==> config.mk <==
export PLATFORM = sky130hd
export DESIGN_NAME = reset_release_sequencer
export DESIGN_NICKNAME = d
export VERILOG_FILES = /design/src/reset_seq_pkg.sv /design/src/osc_startup_counter.sv /design/src/reset_release_sequencer.sv
export VERILOG_INCLUDE_DIRS = /design/src
export SDC_FILE = /design/constraint.sdc
export NUM_CORES = 1
export LEC_CHECK = 0
export BUFFER_PORTS_ARGS = -buffer_cell sky130_fd_sc_hd__buf_2
export CORE_ASPECT_RATIO = 0.7
export CORE_MARGIN = 3
export CORE_UTILIZATION = 62
export DETAILED_ROUTE_END_ITERATION = 6
export GPL_TIMING_DRIVEN = 1
export MAX_ROUTING_LAYER = met4
export PLACE_DENSITY = 0.86
export SLEW_MARGIN = 20
export SYNTH_ARGS = -nofsm -noshare
export SYNTH_HDL_FRONTEND = slang
export SYNTH_HIERARCHICAL = 1
export SYNTH_SLANG_ARGS = --single-unit
==> constraint.sdc <==
create_clock -name clk_in -period 5.5 [get_ports clk_in]
set_clock_uncertainty 0.15 [all_clocks]
set_input_delay 0.275 -clock clk_in [delete_from_list [all_inputs] [get_ports clk_in]]
set_output_delay 0.275 -clock clk_in [all_outputs]
set_load 0.03 [all_outputs]
==> src/reset_seq_defines.svh <==
`ifndef RESET_SEQ_DEFINES_SVH
`define RESET_SEQ_DEFINES_SVH

// ----------------------------------------------------------------------
// Timing
// ----------------------------------------------------------------------
`define CLK_MHZ 200
`define POR_DELAY_NS 10000
`define VREG_DELAY_NS 10000
`define RST_TIME_NS 2000
`define RC_START_NS 1000
`define NS_TO_CYC(ns) ((((ns) * `CLK_MHZ) + 999) / 1000)
`define POR_CYC `NS_TO_CYC(`POR_DELAY_NS)
`define VREG_CYC `NS_TO_CYC(`VREG_DELAY_NS)
`define RST_CYC `NS_TO_CYC(`RST_TIME_NS)
`define RC_START_CYC `NS_TO_CYC(`RC_START_NS)
`define OST_PERIODS 1024

// ----------------------------------------------------------------------
// Register offsets
// ----------------------------------------------------------------------
`define OFS_CAUSE 8'h00
`define OFS_OSC 8'h04
`define OFS_RTC 8'h08
`define OFS_FLASH 8'h0c
`define OFS_CFG2 8'h10
`define OFS_CFG3 8'h14
`define OFS_STATUS 8'h18

// ----------------------------------------------------------------------
// Fields and reset values
// ----------------------------------------------------------------------
`define CAUSE_TRAP 15
`define CAUSE_ILL 14
`define CAUSE_EXT 7
`define CAUSE_SOFT 6
`define CAUSE_WDT 4
`define CAUSE_BOR 1
`define CAUSE_POR 0
`define CAUSE_MASK 16'hc0d3
`define CAUSE_POR_VAL 16'h0003
`define OSC_CUR_HI 14
`define OSC_CUR_LO 12
`define OSC_NEW_HI 10
`define OSC_NEW_LO 8
`define OSC_WR_MASK 16'h0700
`define OSC_RST_VAL 16'h0000
`define CFG2_INIT_HI 10
`define CFG2_INIT_LO 8
`define CFG2_SWEN 7
`define CFG2_RST_VAL 16'h0080
`define CFG3_BO_EN 12
`define CFG3_TWOSPD 11
`define CFG3_FSCMEN 10
`define CFG3_RST_VAL 16'h1000
`define RTC_RST_VAL 16'h0000
`define FLASH_RST_VAL 16'h0000

`endif

==> src/reset_seq_pkg.sv <==
package reset_seq_pkg;

    typedef logic [11:0] dly_cnt_t;

    typedef enum logic [4:0] {
        ST_HOLD = 5'b00001,
        ST_POR = 5'b00010,
        ST_VREG = 5'b00100,
        ST_RST = 5'b01000,
        ST_RUN = 5'b10000
    } rst_state_t;

    typedef enum logic [3:0] {
        CK_RC = 4'b0001,
        CK_OST = 4'b0010,
        CK_LOCK = 4'b0100,
        CK_DONE = 4'b1000
    } clk_state_t;

    typedef enum logic [1:0] {
        KIND_POR = 2'h0,
        KIND_BOR = 2'h1,
        KIND_OTHER = 2'h2
    } rst_kind_t;

    typedef enum logic [2:0] {
        SRC_FAST_RC = 3'h0,
        SRC_FAST_RC_PLL = 3'h1,
        SRC_EC = 3'h2,
        SRC_ECPLL = 3'h3,
        SRC_XT = 3'h4,
        SRC_XTPLL = 3'h5,
        SRC_SOSC = 3'h6,
        SRC_SLOW_RC = 3'h7
    } osc_src_t;

endpackage

==> src/osc_startup_counter.sv <==
`timescale 1ns/1ps

module osc_startup_counter #(
    parameter int WIDTH = 10
) (
    input wire logic clk_in,
    input wire logic rst_in,
    input wire logic start_in,
    input wire logic tick_in,
    output logic done_out
);

    logic [WIDTH-1:0] cnt_q;
    logic run_q;

    // Counts oscillator periods from the last restart; stops and holds done_out after 2**WIDTH.
    always_ff @(posedge clk_in or posedge rst_in)
    begin
        if (rst_in)
        begin
            cnt_q <= '0;
            run_q <= 1'b1;
            done_out <= 1'b0;
        end
        else if (start_in)
        begin
            cnt_q <= '0;
            run_q <= 1'b1;
            done_out <= 1'b0;
        end
        else if (run_q && tick_in)
        begin
            cnt_q <= cnt_q + 1'b1;
            if (cnt_q == '1)
            begin
                run_q <= 1'b0;
                done_out <= 1'b1;
            end
        end
    end
endmodule

==> src/reset_release_sequencer.sv <==
// Overview of operation
// - Register reset values depend on reset type
// - Oscillator control reset follows type, config field
// - RTC and flash control cleared only by POR
// - POR: power-on, regulator, then internal delays
// - Clock waits run alongside reset delay
// - Enabled brown-out causes device reset
// - Switching on: POR/BOR config, others current
// - Switching off: always take config source
// - Power-on delay 10 us, POR only
// - POR and BOR add 10 us regulator delay
// - Other resets use only 2 us delay
// - Crystal start-up counts 1024 oscillator periods
// - POR/BOR clock delay matches source type
// - Two-speed: run fast RC, then switch primary
// - No execution before a clock is released
// - Monitor armed at release; falls to fast RC
// - Each reset type sets a flag; illegal opcode and uninit W share bit 14
// - POR clears flags, sets brown-out and power-on
//
// The register addresses and the APB slave port were left to the implementer.
`timescale 1ns/1ps
`include "reset_seq_defines.svh"

module reset_release_sequencer #(
    parameter int OST_WIDTH = 10
) (
    input wire logic clk_in,
    input wire logic rst_in,
    input wire logic psel_in,
    input wire logic penable_in,
    input wire logic pwrite_in,
    input wire logic [7:0] paddr_in,
    input wire logic [31:0] pwdata_in,
    output logic [31:0] prdata_out,
    output logic pready_out,
    output logic pslverr_out,
    input wire logic brown_out_in,
    input wire logic external_reset_pin_in,
    input wire logic watchdog_timeout_reset_in,
    input wire logic software_reset_instr_in,
    input wire logic illegal_opcode_in,
    input wire logic uninit_wreg_in,
    input wire logic trap_conflict_in,
    input wire logic osc_tick_in,
    input wire logic pll_lock_in,
    input wire logic clk_present_in,
    output logic system_reset_out,
    output logic cpu_run_out,
    output logic clock_fail_out,
    output logic [2:0] active_osc_out
);

    // ------------------------------------------------------------------
    // Helpers
    // ------------------------------------------------------------------
    function automatic logic is_ost(input logic [2:0] s);
        is_ost = (s == reset_seq_pkg::SRC_XT) ||
            (s == reset_seq_pkg::SRC_XTPLL) ||
            (s == reset_seq_pkg::SRC_SOSC);
    endfunction

    function automatic logic is_pll(input logic [2:0] s);
        is_pll = (s == reset_seq_pkg::SRC_FAST_RC_PLL) ||
            (s == reset_seq_pkg::SRC_ECPLL) ||
            (s == reset_seq_pkg::SRC_XTPLL);
    endfunction

    function automatic logic is_rc(input logic [2:0] s);
        is_rc = (s == reset_seq_pkg::SRC_FAST_RC) ||
            (s == reset_seq_pkg::SRC_FAST_RC_PLL) ||
            (s == reset_seq_pkg::SRC_SLOW_RC);
    endfunction

    function automatic reset_seq_pkg::clk_state_t first_ck(
        input logic [2:0] s);
        if (is_rc(s))
            first_ck = reset_seq_pkg::CK_RC;
        else if (is_ost(s))
            first_ck = reset_seq_pkg::CK_OST;
        else if (is_pll(s))
            first_ck = reset_seq_pkg::CK_LOCK;
        else
            first_ck = reset_seq_pkg::CK_DONE;
    endfunction

    function automatic logic decode_hit(input logic [7:0] a);
        decode_hit = (a == `OFS_CAUSE) || (a == `OFS_OSC) ||
            (a == `OFS_RTC) || (a == `OFS_FLASH) || (a == `OFS_CFG2) ||
            (a == `OFS_CFG3) || (a == `OFS_STATUS);
    endfunction

    // ------------------------------------------------------------------
    // Declarations
    // ------------------------------------------------------------------
    reset_seq_pkg::rst_state_t state_q;
    reset_seq_pkg::clk_state_t ck_q;
    reset_seq_pkg::rst_kind_t kind_q;
    reset_seq_pkg::dly_cnt_t cnt_q;
    reset_seq_pkg::dly_cnt_t rc_cnt_q;
    logic [15:0] cause_q, osc_q, rtc_q, flash_q, cfg2_q, cfg3_q;
    logic [15:0] cause_set, rd_mux;
    logic [2:0] sel_src, tgt_src;
    logic bor_src, pin_src, any_src, reselect, restart, release_w;
    logic acc, wr, two_q, mon_q, rc_done, ost_done, clk_rel;

    assign bor_src = brown_out_in & cfg3_q[`CFG3_BO_EN];
    assign pin_src = external_reset_pin_in | watchdog_timeout_reset_in |
        software_reset_instr_in | illegal_opcode_in | uninit_wreg_in |
        trap_conflict_in;
    assign any_src = bor_src | pin_src;
    assign release_w = (state_q == reset_seq_pkg::ST_RST) && !any_src;
    assign reselect = any_src && ((state_q == reset_seq_pkg::ST_RUN) ||
        (bor_src && kind_q == reset_seq_pkg::KIND_OTHER));
    assign restart = reselect && bor_src;
    assign tgt_src = osc_q[`OSC_NEW_HI:`OSC_NEW_LO];

    // Switching disabled or a brown-out: the configured source wins.
    always_comb
    begin
        if (cfg2_q[`CFG2_SWEN] && !bor_src)
            sel_src = osc_q[`OSC_CUR_HI:`OSC_CUR_LO];
        else
            sel_src = cfg2_q[`CFG2_INIT_HI:`CFG2_INIT_LO];
    end

    // ------------------------------------------------------------------
    // Reset release sequencer
    // ------------------------------------------------------------------
    always_ff @(posedge clk_in or posedge rst_in)
    begin
        if (rst_in)
        begin
            state_q <= reset_seq_pkg::ST_POR;
            cnt_q <= 12'(`POR_CYC - 1);
            kind_q <= reset_seq_pkg::KIND_POR;
        end
        else if (any_src)
        begin
            state_q <= reset_seq_pkg::ST_HOLD;
            if (bor_src)
                kind_q <= (state_q != reset_seq_pkg::ST_RUN &&
                    kind_q == reset_seq_pkg::KIND_POR) ?
                    reset_seq_pkg::KIND_POR : reset_seq_pkg::KIND_BOR;
            else if (state_q == reset_seq_pkg::ST_RUN)
                kind_q <= reset_seq_pkg::KIND_OTHER;
        end
        else
        begin
            case (state_q)
                reset_seq_pkg::ST_HOLD:
                begin
                    case (kind_q)
                        reset_seq_pkg::KIND_POR:
                        begin
                            state_q <= reset_seq_pkg::ST_POR;
                            cnt_q <= 12'(`POR_CYC - 1);
                        end
                        reset_seq_pkg::KIND_BOR:
                        begin
                            state_q <= reset_seq_pkg::ST_VREG;
                            cnt_q <= 12'(`VREG_CYC - 1);
                        end
                        default:
                        begin
                            state_q <= reset_seq_pkg::ST_RST;
                            cnt_q <= 12'(`RST_CYC - 1);
                        end
                    endcase
                end
                reset_seq_pkg::ST_POR:
                begin
                    if (cnt_q == '0)
                    begin
                        state_q <= reset_seq_pkg::ST_VREG;
                        cnt_q <= 12'(`VREG_CYC - 1);
                    end
                    else
                        cnt_q <= cnt_q - 1'b1;
                end
                reset_seq_pkg::ST_VREG:
                begin
                    if (cnt_q == '0)
                    begin
                        state_q <= reset_seq_pkg::ST_RST;
                        cnt_q <= 12'(`RST_CYC - 1);
                    end
                    else
                        cnt_q <= cnt_q - 1'b1;
                end
                reset_seq_pkg::ST_RST:
                begin
                    if (cnt_q == '0)
                        state_q <= reset_seq_pkg::ST_RUN;
                    else
                        cnt_q <= cnt_q - 1'b1;
                end
                reset_seq_pkg::ST_RUN:
                    state_q <= reset_seq_pkg::ST_RUN;
                default:
                    state_q <= reset_seq_pkg::ST_HOLD;
            endcase
        end
    end

    assign system_reset_out = (state_q != reset_seq_pkg::ST_RUN);

    // ------------------------------------------------------------------
    // System clock wait, runs beside the reset delay
    // ------------------------------------------------------------------
    osc_startup_counter #(
        .WIDTH(OST_WIDTH)
    ) u_ost (
        .clk_in(clk_in),
        .rst_in(rst_in),
        .start_in(restart),
        .tick_in(osc_tick_in),
        .done_out(ost_done)
    );

    assign rc_done = (rc_cnt_q == '0);

    // The wait is not gated by the reset state, so it overlaps it.
    always_ff @(posedge clk_in or posedge rst_in)
    begin
        if (rst_in)
        begin
            ck_q <= reset_seq_pkg::CK_RC;
            rc_cnt_q <= 12'(`RC_START_CYC - 1);
            two_q <= 1'b0;
        end
        else if (restart)
        begin
            ck_q <= first_ck(sel_src);
            rc_cnt_q <= 12'(`RC_START_CYC - 1);
            two_q <= cfg3_q[`CFG3_TWOSPD] && is_ost(sel_src);
        end
        else
        begin
            if (!rc_done)
                rc_cnt_q <= rc_cnt_q - 1'b1;
            case (ck_q)
                reset_seq_pkg::CK_RC:
                    if (rc_done)
                        ck_q <= is_pll(tgt_src) ? reset_seq_pkg::CK_LOCK :
                            reset_seq_pkg::CK_DONE;
                reset_seq_pkg::CK_OST:
                    if (ost_done)
                        ck_q <= is_pll(tgt_src) ? reset_seq_pkg::CK_LOCK :
                            reset_seq_pkg::CK_DONE;
                reset_seq_pkg::CK_LOCK:
                    if (pll_lock_in)
                        ck_q <= reset_seq_pkg::CK_DONE;
                reset_seq_pkg::CK_DONE:
                    ck_q <= reset_seq_pkg::CK_DONE;
                default:
                    ck_q <= reset_seq_pkg::CK_DONE;
            endcase
            if (ck_q == reset_seq_pkg::CK_DONE)
                two_q <= 1'b0;
        end
    end

    assign clk_rel = (ck_q == reset_seq_pkg::CK_DONE) || (two_q && rc_done);
    assign cpu_run_out = !system_reset_out && clk_rel;

    // ------------------------------------------------------------------
    // Oscillator control and clock fail monitor
    // ------------------------------------------------------------------
    always_ff @(posedge clk_in or posedge rst_in)
    begin
        if (rst_in)
        begin
            osc_q <= `OSC_RST_VAL;
            mon_q <= 1'b0;
            clock_fail_out <= 1'b0;
        end
        else
        begin
            clock_fail_out <= 1'b0;
            if (system_reset_out)
                mon_q <= release_w && cfg3_q[`CFG3_FSCMEN];
            if (reselect)
            begin
                osc_q[`OSC_NEW_HI:`OSC_NEW_LO] <= sel_src;
                osc_q[`OSC_CUR_HI:`OSC_CUR_LO] <=
                    (bor_src && cfg3_q[`CFG3_TWOSPD] && is_ost(sel_src)) ?
                    reset_seq_pkg::SRC_FAST_RC : sel_src;
            end
            else if (mon_q && !clk_present_in && !system_reset_out &&
                osc_q[`OSC_CUR_HI:`OSC_CUR_LO] != reset_seq_pkg::SRC_FAST_RC)
            begin
                osc_q[`OSC_CUR_HI:`OSC_CUR_LO] <= reset_seq_pkg::SRC_FAST_RC;
                clock_fail_out <= 1'b1;
            end
            else if (two_q && ck_q == reset_seq_pkg::CK_DONE)
                osc_q[`OSC_CUR_HI:`OSC_CUR_LO] <= tgt_src;
            else if (wr && paddr_in == `OFS_OSC)
                osc_q <= (osc_q & ~`OSC_WR_MASK) |
                    (pwdata_in[15:0] & `OSC_WR_MASK);
        end
    end

    assign active_osc_out = osc_q[`OSC_CUR_HI:`OSC_CUR_LO];

    // ------------------------------------------------------------------
    // Reset cause flags
    // ------------------------------------------------------------------
    always_comb
    begin
        cause_set = 16'h0000;
        cause_set[`CAUSE_TRAP] = trap_conflict_in;
        cause_set[`CAUSE_ILL] = illegal_opcode_in | uninit_wreg_in;
        cause_set[`CAUSE_EXT] = external_reset_pin_in;
        cause_set[`CAUSE_SOFT] = software_reset_instr_in;
        cause_set[`CAUSE_WDT] = watchdog_timeout_reset_in;
        cause_set[`CAUSE_BOR] = bor_src;
    end

    // A hardware set wins over a software clear in the same cycle.
    // Writing a one only stores it; it never starts a reset.
    always_ff @(posedge clk_in or posedge rst_in)
    begin
        if (rst_in)
            cause_q <= `CAUSE_POR_VAL;
        else if (wr && paddr_in == `OFS_CAUSE)
            cause_q <= (pwdata_in[15:0] & `CAUSE_MASK) | cause_set;
        else
            cause_q <= cause_q | cause_set;
    end

    // ------------------------------------------------------------------
    // Power-on only registers
    // ------------------------------------------------------------------
    // Configuration words are reloaded only at power-on, like the
    // calibration and flash control registers.
    always_ff @(posedge clk_in or posedge rst_in)
    begin
        if (rst_in)
        begin
            rtc_q <= `RTC_RST_VAL;
            flash_q <= `FLASH_RST_VAL;
            cfg2_q <= `CFG2_RST_VAL;
            cfg3_q <= `CFG3_RST_VAL;
        end
        else if (wr)
        begin
            case (paddr_in)
                `OFS_RTC: rtc_q <= pwdata_in[15:0];
                `OFS_FLASH: flash_q <= pwdata_in[15:0];
                `OFS_CFG2: cfg2_q <= pwdata_in[15:0];
                `OFS_CFG3: cfg3_q <= pwdata_in[15:0];
                default: rtc_q <= rtc_q;
            endcase
        end
    end

    // ------------------------------------------------------------------
    // APB slave
    // ------------------------------------------------------------------
    assign acc = psel_in && penable_in;
    assign wr = acc && pwrite_in && decode_hit(paddr_in);
    assign pready_out = 1'b1;
    assign pslverr_out = acc && !decode_hit(paddr_in);

    always_comb
    begin
        case (paddr_in)
            `OFS_CAUSE: rd_mux = cause_q;
            `OFS_OSC: rd_mux = osc_q;
            `OFS_RTC: rd_mux = rtc_q;
            `OFS_FLASH: rd_mux = flash_q;
            `OFS_CFG2: rd_mux = cfg2_q;
            `OFS_CFG3: rd_mux = cfg3_q;
            `OFS_STATUS: rd_mux = {2'h0, clk_rel, mon_q, ck_q, 3'h0, state_q};
            default: rd_mux = 16'h0000;
        endcase
    end

    // Read data is captured in the setup cycle so it leaves a flop.
    always_ff @(posedge clk_in or posedge rst_in)
    begin
        if (rst_in)
            prdata_out <= 32'h0000_0000;
        else if (psel_in && !penable_in)
            prdata_out <= {16'h0000, rd_mux};
    end
endmodule

# ---- After elaboration in Yosys (flattened, before gate mapping)
# Cells that the tools add are included.
dict set report word_totals {
  ff_bits 162
  in_bits 55
  out_inout_bits 40
  word_cells 195
}
dict set report op_classes {
  n_addsub 3
  eq_ne 38
  n_mux 48
  n_bitwise 15
  n_reduce_logical 71
}
# cell count
set ops {}
lappend ops {{$pmux W16 S7} 1}
lappend ops {{$mux W12} 5}
lappend ops {{$pmux W12 S4} 1}
lappend ops {{$mux W11} 3}
lappend ops {{$mux W4} 8}
lappend ops {{$or A16 B16 Y16} 2}
lappend ops {{$pmux W5 S5} 1}
lappend ops {{$eq A8 B5 Y1 const B} 3}
lappend ops {{$logic_and A1 B1 Y1} 24}
lappend ops {{$logic_not A12 Y1} 2}
lappend ops {{$sub A12 B1 Y12 const B} 2}
lappend ops {{$mux W10} 2}
lappend ops {{$mux W5} 4}
lappend ops {{$mux W3} 6}
lappend ops {{$eq A8 B4 Y1 const B} 2}
lappend ops {{$logic_or A1 B1 Y1} 16}
lappend ops {{$mux W16} 1}
lappend ops {{$or A16 B11 Y16} 1}
lappend ops {{$eq A3 B3 Y1 const B} 5}
lappend ops {{$mux W15} 1}
lappend ops {{$ne A3 B3 Y1 const B} 4}
lappend ops {{$pmux W4 S3} 1}
lappend ops {{$reduce_and A2 Y1} 6}
lappend ops {{$reduce_and A3 Y1} 4}
lappend ops {{other kinds (34)} 70}

# ---- Longest topological paths before layout
# Gate-level depths: netlist of run 1.
dict set report depth {
  ltp_word 13
  mapped_depth 8
  ltp_nobuf 7
}

# ---- Hierarchy
# Netlist of run 1, hierarchy kept.
# module n_inst cells_each area_each_um2
set by_module_without_submodules {}
lappend by_module_without_submodules {reset_release_sequencer 1 647 6974.2}
lappend by_module_without_submodules {osc_startup_counter 1 54 558.0}

# ---- Worst setup path after synthesis of run 1
# OpenSTA, ideal clock, no wires.
dict set report synth_timing {
  kind {register to register}
  start {register state_q[3]}
  end {register u_ost.cnt_q[0]}
  setup_time_ns 0.132
  t_arrival_ns 2.151
  setup_slack_ns 3.067
  path_stages_with_launch 9
  n_path_buf 3
  period_less_slack_ns 2.433
  path_cell_list {dfrtp_1 > clkbuf_1 > or2_2 > o31ai_1 > nand2_1 > inv_1 > buf_2 > clkbuf_1 > nor2_1}
}
dict set report synth_via {
  elab_chain_cells 5
  elab_cells_between_ends 6
  cone_classes {1 x eq/ne; 1 x mux; 4 x reduce/logical}
}
# element line
set synth_lines {}
lappend synth_lines {{from (decl)} reset_release_sequencer.sv:96} ;# reset_seq_pkg::rst_state_t state_q;
lappend synth_lines {{from (signal assigned)} reset_release_sequencer.sv:134} ;# state_q <= reset_seq_pkg::ST_POR;
lappend synth_lines {{from (signal assigned)} reset_release_sequencer.sv:140} ;# state_q <= reset_seq_pkg::ST_HOLD;
lappend synth_lines {{from (signal assigned)} reset_release_sequencer.sv:156} ;# state_q <= reset_seq_pkg::ST_POR;
lappend synth_lines {{$eq A5 B5 Y1 (*)} reset_release_sequencer.sv:113} ;# assign reselect = any_src && ((state_q == reset_seq_pkg::ST_RUN) ||
lappend synth_lines {{$logic_or A1 B1 Y1 (*)} reset_release_sequencer.sv:113}
lappend synth_lines {{$logic_and A1 B1 Y1 (*)} reset_release_sequencer.sv:113}
lappend synth_lines {{$logic_and A1 B1 Y1 (*)} reset_release_sequencer.sv:115} ;# assign restart = reselect && bor_src;
lappend synth_lines {{net restart} reset_release_sequencer.sv:104} ;# logic bor_src, pin_src, any_src, reselect, restart, release_w;
lappend synth_lines {{$mux W10 or $reduce_bool A2 Y1 (tied branches)} -}
lappend synth_lines {{to (signal assigned)} osc_startup_counter.sv:33} ;# cnt_q <= cnt_q + 1'b1;
lappend synth_lines {{to (decl)} osc_startup_counter.sv:13} ;# logic [WIDTH-1:0] cnt_q;
# Mark *: on every way through the listed nets, which the timed path passes. The rest lies on a longest branch.
# A chain may end at the register's enable or synchronous reset.

# ---- Worst setup path in the final report of run 1
dict set report layout_timing {
  start {register state_q[3]}
  end {register u_ost.cnt_q[9]}
}
dict set report layout_via {
  elab_chain_cells 5
  elab_cells_between_ends 6
  cone_classes {1 x eq/ne; 1 x mux; 4 x reduce/logical}
}
# element line
set layout_lines {}
lappend layout_lines {{$eq A5 B5 Y1 (*)} reset_release_sequencer.sv:113}
lappend layout_lines {{$logic_or A1 B1 Y1 (*)} reset_release_sequencer.sv:113}
lappend layout_lines {{$logic_and A1 B1 Y1 (*)} reset_release_sequencer.sv:113}
lappend layout_lines {{$logic_and A1 B1 Y1 (*)} reset_release_sequencer.sv:115}
lappend layout_lines {{$mux W10 or $reduce_bool A2 Y1 (tied branches)} -}
# Mark *: on every way between the ends. The rest lies on a longest branch, timed or not.

==> summary.txt, run 1 <==
DRT iter0 DRCs: 592
largest family of logic cells by synthesized area: simple AND/OR/NAND/NOR gates
DRC: 0
WL/cell: 21.4 um
Avg Inst Size Synth: 10.7 um2
max-cap violations: 0
Detail Placement HPWL: 12700 um
synth top area cells: dfrtp_1, mux2_2, dfstp_2
Clock Sink Count: 143
Static Leak: 3.92 nW
startpoint of the worst hold path: osc_tick_in
# H-tree levels: 4
CTS tree: built
adder-cell share of the synthesized area: 0.00831
status: completed
post-synthesis compound-gate area fraction: 0.127
initial antenna violation count: 1
Post-CTS Setup Bufs: 0
vias per std cell: 6.56
Reg2Reg Setup Slack: 2.34 ns
fin worst setup slack: 2.34 ns
worst endpoint required time: 5.65 ns
dpl ws: 2.42 ns
first-pass GRT wire length: 31500 um
Fin Hold WS: 0.00545 ns
initial core utilization: 0.640
pwr/cell area: 292 nW/um2
Root Buffer: clkbuf_16
Final Non-Filler Cells: 932
Yosys top cell by area: dfrtp_1
top cells by count, synth: dfrtp_1, mux2_2, nand2_1, nand3_1, nor2_1
Final period util: 0.575
Yosys top cell area share: 0.405
P&R area growth vs syn: 14.0%
GRT Total Usage: 0.309
post-cts repair resize count: 0
asr flop ratio synth: 1.00
Setup CP Type: reg -> reg
critical path arrival: 3.32 ns
IO Pins: 95
largest net degree at the start of global routing: 72
Core Rows: 33
top_reg_cell synth: dfrtp_1
Die Span X: 138 um
Critical Path Sink Type: flop
Vias: 6113
max frequency: 316 MHz
Setup TNS: 0 ns
IO Port Bufs: 61
Critical R2R Launch: state_q[3]
full die area: 13500 um2
share of layout cells above drive strength 1: 0.280
Critical Path Fanout Max: 25
Hold Crit Class: in -> reg
area of the core: 11800 um2
Setup crit start: state_q[3]
Yosys cell types: 69
Post-Syn Instances: 701
vias in the first global route: 6107
Post-Synth XOR/XNOR Area: 0.0198
relative slew slack: 0.318
dpl cell area: 7820 um2
Reg clk slew, reported paths: 0.06 ns
Post-synth EDFFs: 0
final hold vios: 0
sequential area share after synthesis: 0.479
RSZ-0062 raised after global routing: no
synth warn: 6
mux cell area share after synthesis: 0.148
total grt overflow: 0
Max rail drop VDD: 0.232 mV
Yosys reg bits: 143
Die H: 98.2 um
Final Slew Violations: 0
final net count: 821
count of final setup violators: 0
Placed Instances: 885
clock tree buffer depth: 2
Worst Max-Slew Pin Slew: 1.02 ns
Post-DRT Antenna Nets: 0
synthesized area: 7530 um2
First-pass DRT Iterations: 5
gpl congestion: 0.944
top-count cell post-synth: dfrtp_1
Critical Path Start Type: flop
WL final: 19900 um
hold buffers post-CTS: 14
clock latency on the worst-skew pair: 0.42 ns
Num CTS Buffers: 17
post-synthesis simple-gate area fraction: 0.170
Post-Layout Inst Area: 8580 um2
Final Critical Period: 3.16 ns
==> layout make-up <==
type                       count  area (um2)
multi-input combinational    505        3630
sequential                   143        3600
fill                         788        3180
timing repair buffer          77         460
clock buffer                  18         429
tap                          157         196
clock inverter                14         191
inverter                      17        66.3
antenna                        1        2.50
==> critical path: stages (launching register included) <==
cell and delay [ns]:
dfrtp_1 0.56, or2_2 0.39, o31ai_1 0.58, nand2_1 0.33, inv_1 0.64, nor2_1 0.11
mux2_4 0.29
==> sequential cells by signal, summed over array words and instances (netlist names), 5 cells and up <==
register     cells
flash_q         16
rc_cnt_q        12
state_q          5
rtc_q           16
cnt_q           12
cfg2_q          16
osc_q            6
cause_q          7
cfg3_q          16
u_ost/cnt_q     10
prdata_out      16
==> worst paths after layout <==
check | end | cells past startpoint
max reg2reg | u_ost/cnt_q[9] | 6
max in group asynchronous | rc_cnt_q[5] | 4
min in group asynchronous | u_ost/cnt_q[9] | 3
min | u_ost/cnt_q[1] | 3
max | u_ost/cnt_q[9] | 6
min reg2reg | prdata_out[5] | 2
==> layer usage <==
| metal | GRT usage | wire length, um | vias to the layer above |
|---|---|---|---|
| met5 | - | 0 | - |
| met4 | 0.112 | 582 | 0 |
| met3 | 0.0839 | 1890 | 67 |
| li1 | - | - | 2681 |
| met1 | 0.384 | 7840 | 3007 |
| met2 | 0.487 | 9600 | 358 |
==> placed cells by master, fill, tap and decap left out, types with 19 or more instances in the layout <==
cell type  instances
dfrtp_1          122
mux2_2            67
buf_2             61
nand2_1           46
nand3_1           38
nor2_1            34
o21ai_0           29
dfstp_2           21
a21oi_1           19
==> cell families (layout without fill, tap and decap cells) <==
group	count (synthesis)	in the layout
mux	97	97
simple gates	232	232
buf+inv	68	126
fa+ha+maj	5	5
flops	143	143
xor+xnor	17	17
compound gates	137	137
other cells	2	18
==> power breakdown <==
| part | internal, mW | total, mW | switching, mW |
|---|---|---|---|
| clock network | 0.759 | 1.22 | 0.458 |
| logic | 0.0613 | 0.171 | 0.110 |
| registers | 1.09 | 1.12 | 0.0288 |
==> through the flow <==
step | util | total power [mW]
after floorplan | - | 1.25
after global placement | 0.665 | 1.29
after detailed placement | 0.665 | 1.30
after CTS | 0.729 | 2.51
after global routing | 0.729 | 2.58
final | 0.729 | 2.51
Power figures use the tool's default switching activity.
==> inputs of run 2 (changes only) <==
--- a/config.mk
+++ b/config.mk
@@ -9,11 +9,11 @@
 export BUFFER_PORTS_ARGS = -buffer_cell sky130_fd_sc_hd__buf_2
 export CORE_ASPECT_RATIO = 0.7
 export CORE_MARGIN = 3
-export CORE_UTILIZATION = 62
+export CORE_UTILIZATION = 53
 export DETAILED_ROUTE_END_ITERATION = 6
 export GPL_TIMING_DRIVEN = 1
 export MAX_ROUTING_LAYER = met4
-export PLACE_DENSITY = 0.86
+export PLACE_DENSITY = 0.78
 export SLEW_MARGIN = 20
 export SYNTH_ARGS = -nofsm -noshare
 export SYNTH_HDL_FRONTEND = slang
==> constraint.sdc (replaced) <==
create_clock -name clk_in -period 2.8 [get_ports clk_in]
set_clock_uncertainty 0.15 [all_clocks]
set_input_delay 0.14 -clock clk_in [delete_from_list [all_inputs] [get_ports clk_in]]
set_output_delay 0.14 -clock clk_in [all_outputs]
set_load 0.03 [all_outputs]
==> summary.txt, run 2 (same netlist as run 1, synthesis figures left out) <==
status: completed
final net count: 862
Root Buffer: clkbuf_16
Core Rows: 35
IO Port Bufs: 61
Static Leak: 4.09 nW
Critical Path Sink Type: output port
Hold Path Depth: 5
Hold Crit Class: in -> reg
Setup CP Type: reg -> out
Die H: 106 um
RSZ-0062 raised after global routing: no
Critical Path Start Type: flop
initial core utilization: 0.557
final hold vios: 0
Setup TNS: 0 ns
Final Critical Period: 2.62 ns
Critical R2R Launch: cnt_q[0]
worst endpoint required time: 2.51 ns
CTS tree: built
Reg2Reg Setup Slack: 0.29 ns
Fin Hold WS: 0.0438 ns
P&R area growth vs syn: 19.2%
DRT iter0 DRCs: 510
critical path arrival: 2.33 ns
Final period util: 0.936
most common cell after layout, fill and taps aside: dfrtp_1
commonest cells after routing, fill and taps aside: dfrtp_1, mux2_2, buf_2, nand2_1, nand3_1
first-pass GRT wire length: 30400 um
area of the core: 13500 um2
max frequency: 381 MHz
relative slew slack: 0.352
full die area: 15700 um2
pwr/cell area: 543 nW/um2
WL/cell: 19.2 um
fin worst setup slack: 0.178 ns
vias in the first global route: 5854
r2r endpoint: cnt_q[3]
Reg2Reg Depth: 7
vias per std cell: 5.96
clock tree buffer depth: 2
clock latency on the worst-skew pair: 0.43 ns
initial antenna violation count: 0
count of final setup violators: 0
Placed Instances: 936
Final Slew Violations: 0
Detail Placement HPWL: 13300 um
# H-tree levels: 4
max-cap violations: 0
startpoint of the worst hold path: paddr_in[0]
IO Pins: 95
Max rail drop VDD: 0.476 mV
gpl congestion: 0.889
GRT Total Usage: 0.254
Num CTS Buffers: 17
Vias: 5959
Die Span X: 148 um
DRC: 0
total grt overflow: 0
WL final: 19200 um
Final Non-Filler Cells: 1000
Reg clk slew, reported paths: 0.06 ns
dpl ws: 0.246 ns
Worst Max-Slew Pin Slew: 0.972 ns
Worst Hold Path EP: prdata_out[13]
dpl cell area: 8040 um2
ant diodes: 0
Critical Path Fanout Max: 4
Util after Layout: 0.663
Clock Sink Count: 143
total power: 4.87 mW
largest net degree at the start of global routing: 110
Post-Layout Inst Area: 8970 um2
Post-DRT Antenna Nets: 0
First-pass DRT Iterations: 5
share of layout cells above drive strength 1: 0.297
run 2: where the power goes:
| group | switching (mW) | leakage, nW | internal [mW] |
|---|---|---|---|
| sequential | 0.0530 | 1.84 | 2.14 |
| combinational | 0.218 | 1.95 | 0.141 |
| clock | 0.916 | 0.291 | 1.40 |
| total | 1.19 | 4.09 | 3.69 |
run 2: metal layers:
layer / vias up / global-route usage / part of all wire
li1: 2764 / - / -
met1: 2957 / 0.340 / 0.45
met2: 216 / 0.387 / 0.47
met3: 22 / 0.0675 / 0.076
met4: 0 / 0.0686 / 0.011
met5: - / - / 0
run 2: worst max path at each step:
| stage | end | startpoint | cells past startpoint | slack, ns |
|---|---|---|---|---|
| global route | cpu_run_out | rc_cnt_q[0] | 7 | 0.02 |
| global placement | cnt_q[0] | cnt_q[0] | 7 | 0.31 |
| finish | cpu_run_out | rc_cnt_q[0] | 7 | 0.18 |
| floorplan | u_ost/cnt_q[0] | state_q[3] | 8 | 0.37 |
| CTS | cpu_run_out | rc_cnt_q[0] | 7 | 0.18 |
| detailed placement | cnt_q[0] | cnt_q[0] | 7 | 0.25 |
run 2: worst max-delay path, cell delays in order (launching register included):
cell	delay, ns
dfstp_2	0.37
inv_1	0.11
ha_1	0.18
nor4b_2	0.33
and3_1	0.33
a21o_1	0.21
and2_1	0.17
buf_2	0.20
run 2: layout make-up:
type	instances	area, um2
Sequential cell	143	3600
Timing Repair Buffer	118	826
Inverter	17	67.6
Clock inverter	13	165
Multi-Input combinational cell	505	3650
Clock buffer	19	433
Tap cell	185	231
Fill cell	1014	4560
run 2: repair_timing:
action,in CTS,in global routing
setup buffers,0,0
hold buffers,32,0
resized for setup,1,2
pin swaps,0,0
hold endpoints to repair,114,0
setup endpoints to repair,1,5
==> inputs of run 3 (changes only) <==
--- a/config.mk
+++ b/config.mk
@@ -6,9 +6,9 @@
 export SDC_FILE = /design/constraint.sdc
 export NUM_CORES = 1
 export LEC_CHECK = 0
+export ABC_AREA = 1
 export BUFFER_PORTS_ARGS = -buffer_cell sky130_fd_sc_hd__buf_2
 export CORE_ASPECT_RATIO = 0.7
-export CORE_MARGIN = 3
 export CORE_UTILIZATION = 53
 export DETAILED_ROUTE_END_ITERATION = 6
 export GPL_TIMING_DRIVEN = 1
==> summary.txt, run 3 <==
status: completed
gpl congestion: 0.923
startpoint of the worst hold path: brown_out_in
Hold Path Depth: 3
RSZ-0062 raised after global routing: no
clock tree buffer depth: 2
WL/cell: 15.0 um
Hold Crit Class: in -> reg
final hold vios: 0
WL final: 20000 um
Max rail drop VDD: 0.473 mV
Die H: 103 um
Final Non-Filler Cells: 1333
Core Rows: 36
Root Buffer: clkbuf_16
Detail Placement HPWL: 13900 um
P&R area growth vs syn: 17.2%
initial core utilization: 0.550
Worst Hold Path EP: cause_q[1]
vias in the first global route: 6492
Util after Layout: 0.645
Post-CTS Setup Bufs: 0
Crit-path slowest cell: dfstp_2
dpl ws: 0.375 ns
Vias: 7112
worst endpoint required time: 2.96 ns
Post-DRT Antenna Nets: 0
total grt overflow: 0
initial antenna violation count: 0
share of layout cells above drive strength 1: 0.138
Static Leak: 4.84 nW
Worst Max-Slew Pin Slew: 0.713 ns
top_reg_cell synth: dfrtp_1
first-pass GRT wire length: 32700 um
Yosys top cell area share: 0.395
Critical Path Start Type: flop
most used cell, CP: nand2_1
GRT Total Usage: 0.291
Placed Instances: 1270
DRT iter0 DRCs: 712
asr flop ratio synth: 1.00
synth warn: 6
Setup CP Type: reg -> reg
clock latency on the worst-skew pair: 0.42 ns
DRC: 0
Reg clk slew, reported paths: 0.06 ns
r2r endpoint: ck_q[2]
Crit path depth: 11
max frequency: 400 MHz
Reg2Reg Depth: 11
dpl cell area: 8170 um2
max-cap violations: 0
Final Slew Violations: 0
Post-synth EDFFs: 0
relative slew slack: 0.523
Setup TNS: 0 ns
Yosys cell types: 39
pwr/cell area: 619 nW/um2
area of the core: 14100 um2
Critical Path Fanout Max: 17
Reg2Reg Setup Slack: 0.30 ns
IO Pins: 95
max incr delay on CP: 0.52 ns
family with the most delay on the worst path: simple AND/OR/NAND/NOR gates
Buffers & Inverters on Critical Path: 2
# H-tree levels: 4
IO Port Bufs: 61
total power: 5.61 mW
top cells by count, synth: nand2_1, inv_1, dfrtp_1, nor2_1, o21ai_0
commonest cells after routing, fill and taps aside: nand2_1, inv_1, dfrtp_1, nor2_1, o21ai_0
Critical Path Sink Type: flop
vias per std cell: 5.34
CP Cell Sequence: nand2_1 -> inv_1 -> nand3_1 -> nand2_1 -> nand2_1 -> inv_2 -> nand2_2 -> nand2_1 -> o21ai_0 -> nand2_1 -> nand2_1
sequential area share after synthesis: 0.466
Critical R2R Launch: cfg3_q[12]
top-count cell post-synth: nand2_1
ant diodes: 0
CTS tree: built
Avg Inst Size Synth: 7.48 um2
count of final setup violators: 0
most common cell after layout, fill and taps aside: nand2_1
Clock Sink Count: 143
synth top area cells: dfrtp_1, nand2_1, inv_1
Num CTS Buffers: 17
Post-Syn Instances: 1033
Final period util: 0.892
fin worst setup slack: 0.302 ns
Fin Hold WS: 0.0758 ns
final net count: 1190
First-pass DRT Iterations: 5
synthesized area: 7730 um2
full die area: 15100 um2
Yosys top cell by area: dfrtp_1
Final Critical Period: 2.50 ns
critical path arrival: 2.65 ns
Post-Layout Inst Area: 9060 um2
Die Span X: 146 um
largest net degree at the start of global routing: 109
Yosys reg bits: 143
## run 3: how the worst max path moves through the flow
stage                      startpoint           to  slack (ns)
after CTS                 rc_cnt_q[0]  cpu_run_out        0.19
after detailed placement  paddr_in[1]    cfg3_q[8]        0.37
after floorplan            state_q[3]        two_q        0.81
after global routing      rc_cnt_q[0]  cpu_run_out        0.11
after global placement    paddr_in[1]   cfg3_q[11]        0.42
final                      cfg3_q[12]      ck_q[2]        0.30
## run 3: kinds of logic (layout without fill, tap and decap cells)
family / Yosys count / after routing / share of synthesized area
simple gates: 513 / 513 / 0.287
xor+xnor: 13 / 13 / 0.0147
flops: 143 / 143 / 0.466
buf+inv: 203 / 298 / 0.116
fa+ha+maj: 5 / 5 / 0.00809
other cells: 2 / 17 / 0.000972
compound gates: 154 / 154 / 0.107
## run 3: layer usage
metal | track usage | vias to the layer above | part of all wire
li1 | - | 3438 | -
met1 | 0.427 | 3301 | 0.47
met2 | 0.410 | 341 | 0.41
met3 | 0.0588 | 32 | 0.10
met4 | 0.0729 | 0 | 0.014
met5 | - | - | 0
## run 3: layout make-up
cell class                 instances  area [um2]
fill                            1232        4990
sequential                       143        3600
multi-input combinational        702        3280
timing repair buffer             107         753
inverter                         159         601
clock buffer                      19         443
tap                              190         238
clock inverter                    13         140
## run 3: what timing repair did
item                                    4_1_cts  5_1_grt
gates resized for setup                       0        1
hold endpoints to repair                    213        0
endpoints found under the setup margin        0        1
hold buffers                                 31        0
## run 3: power by group
| group | internal, mW | switching [mW] |
|---|---|---|
| combinational | 0.317 | 0.585 |
| sequential | 2.30 | 0.173 |
| clock | 1.34 | 0.907 |
| total | 3.95 | 1.67 |
## run 3: tightest hold or removal path: cells and delay by family
| kind | cells | cell delay [ns] |
|---|---|---|
| and+or+nand+nor | 2 | 0.38 |
| buffers and inverters | 1 | 0.11 |
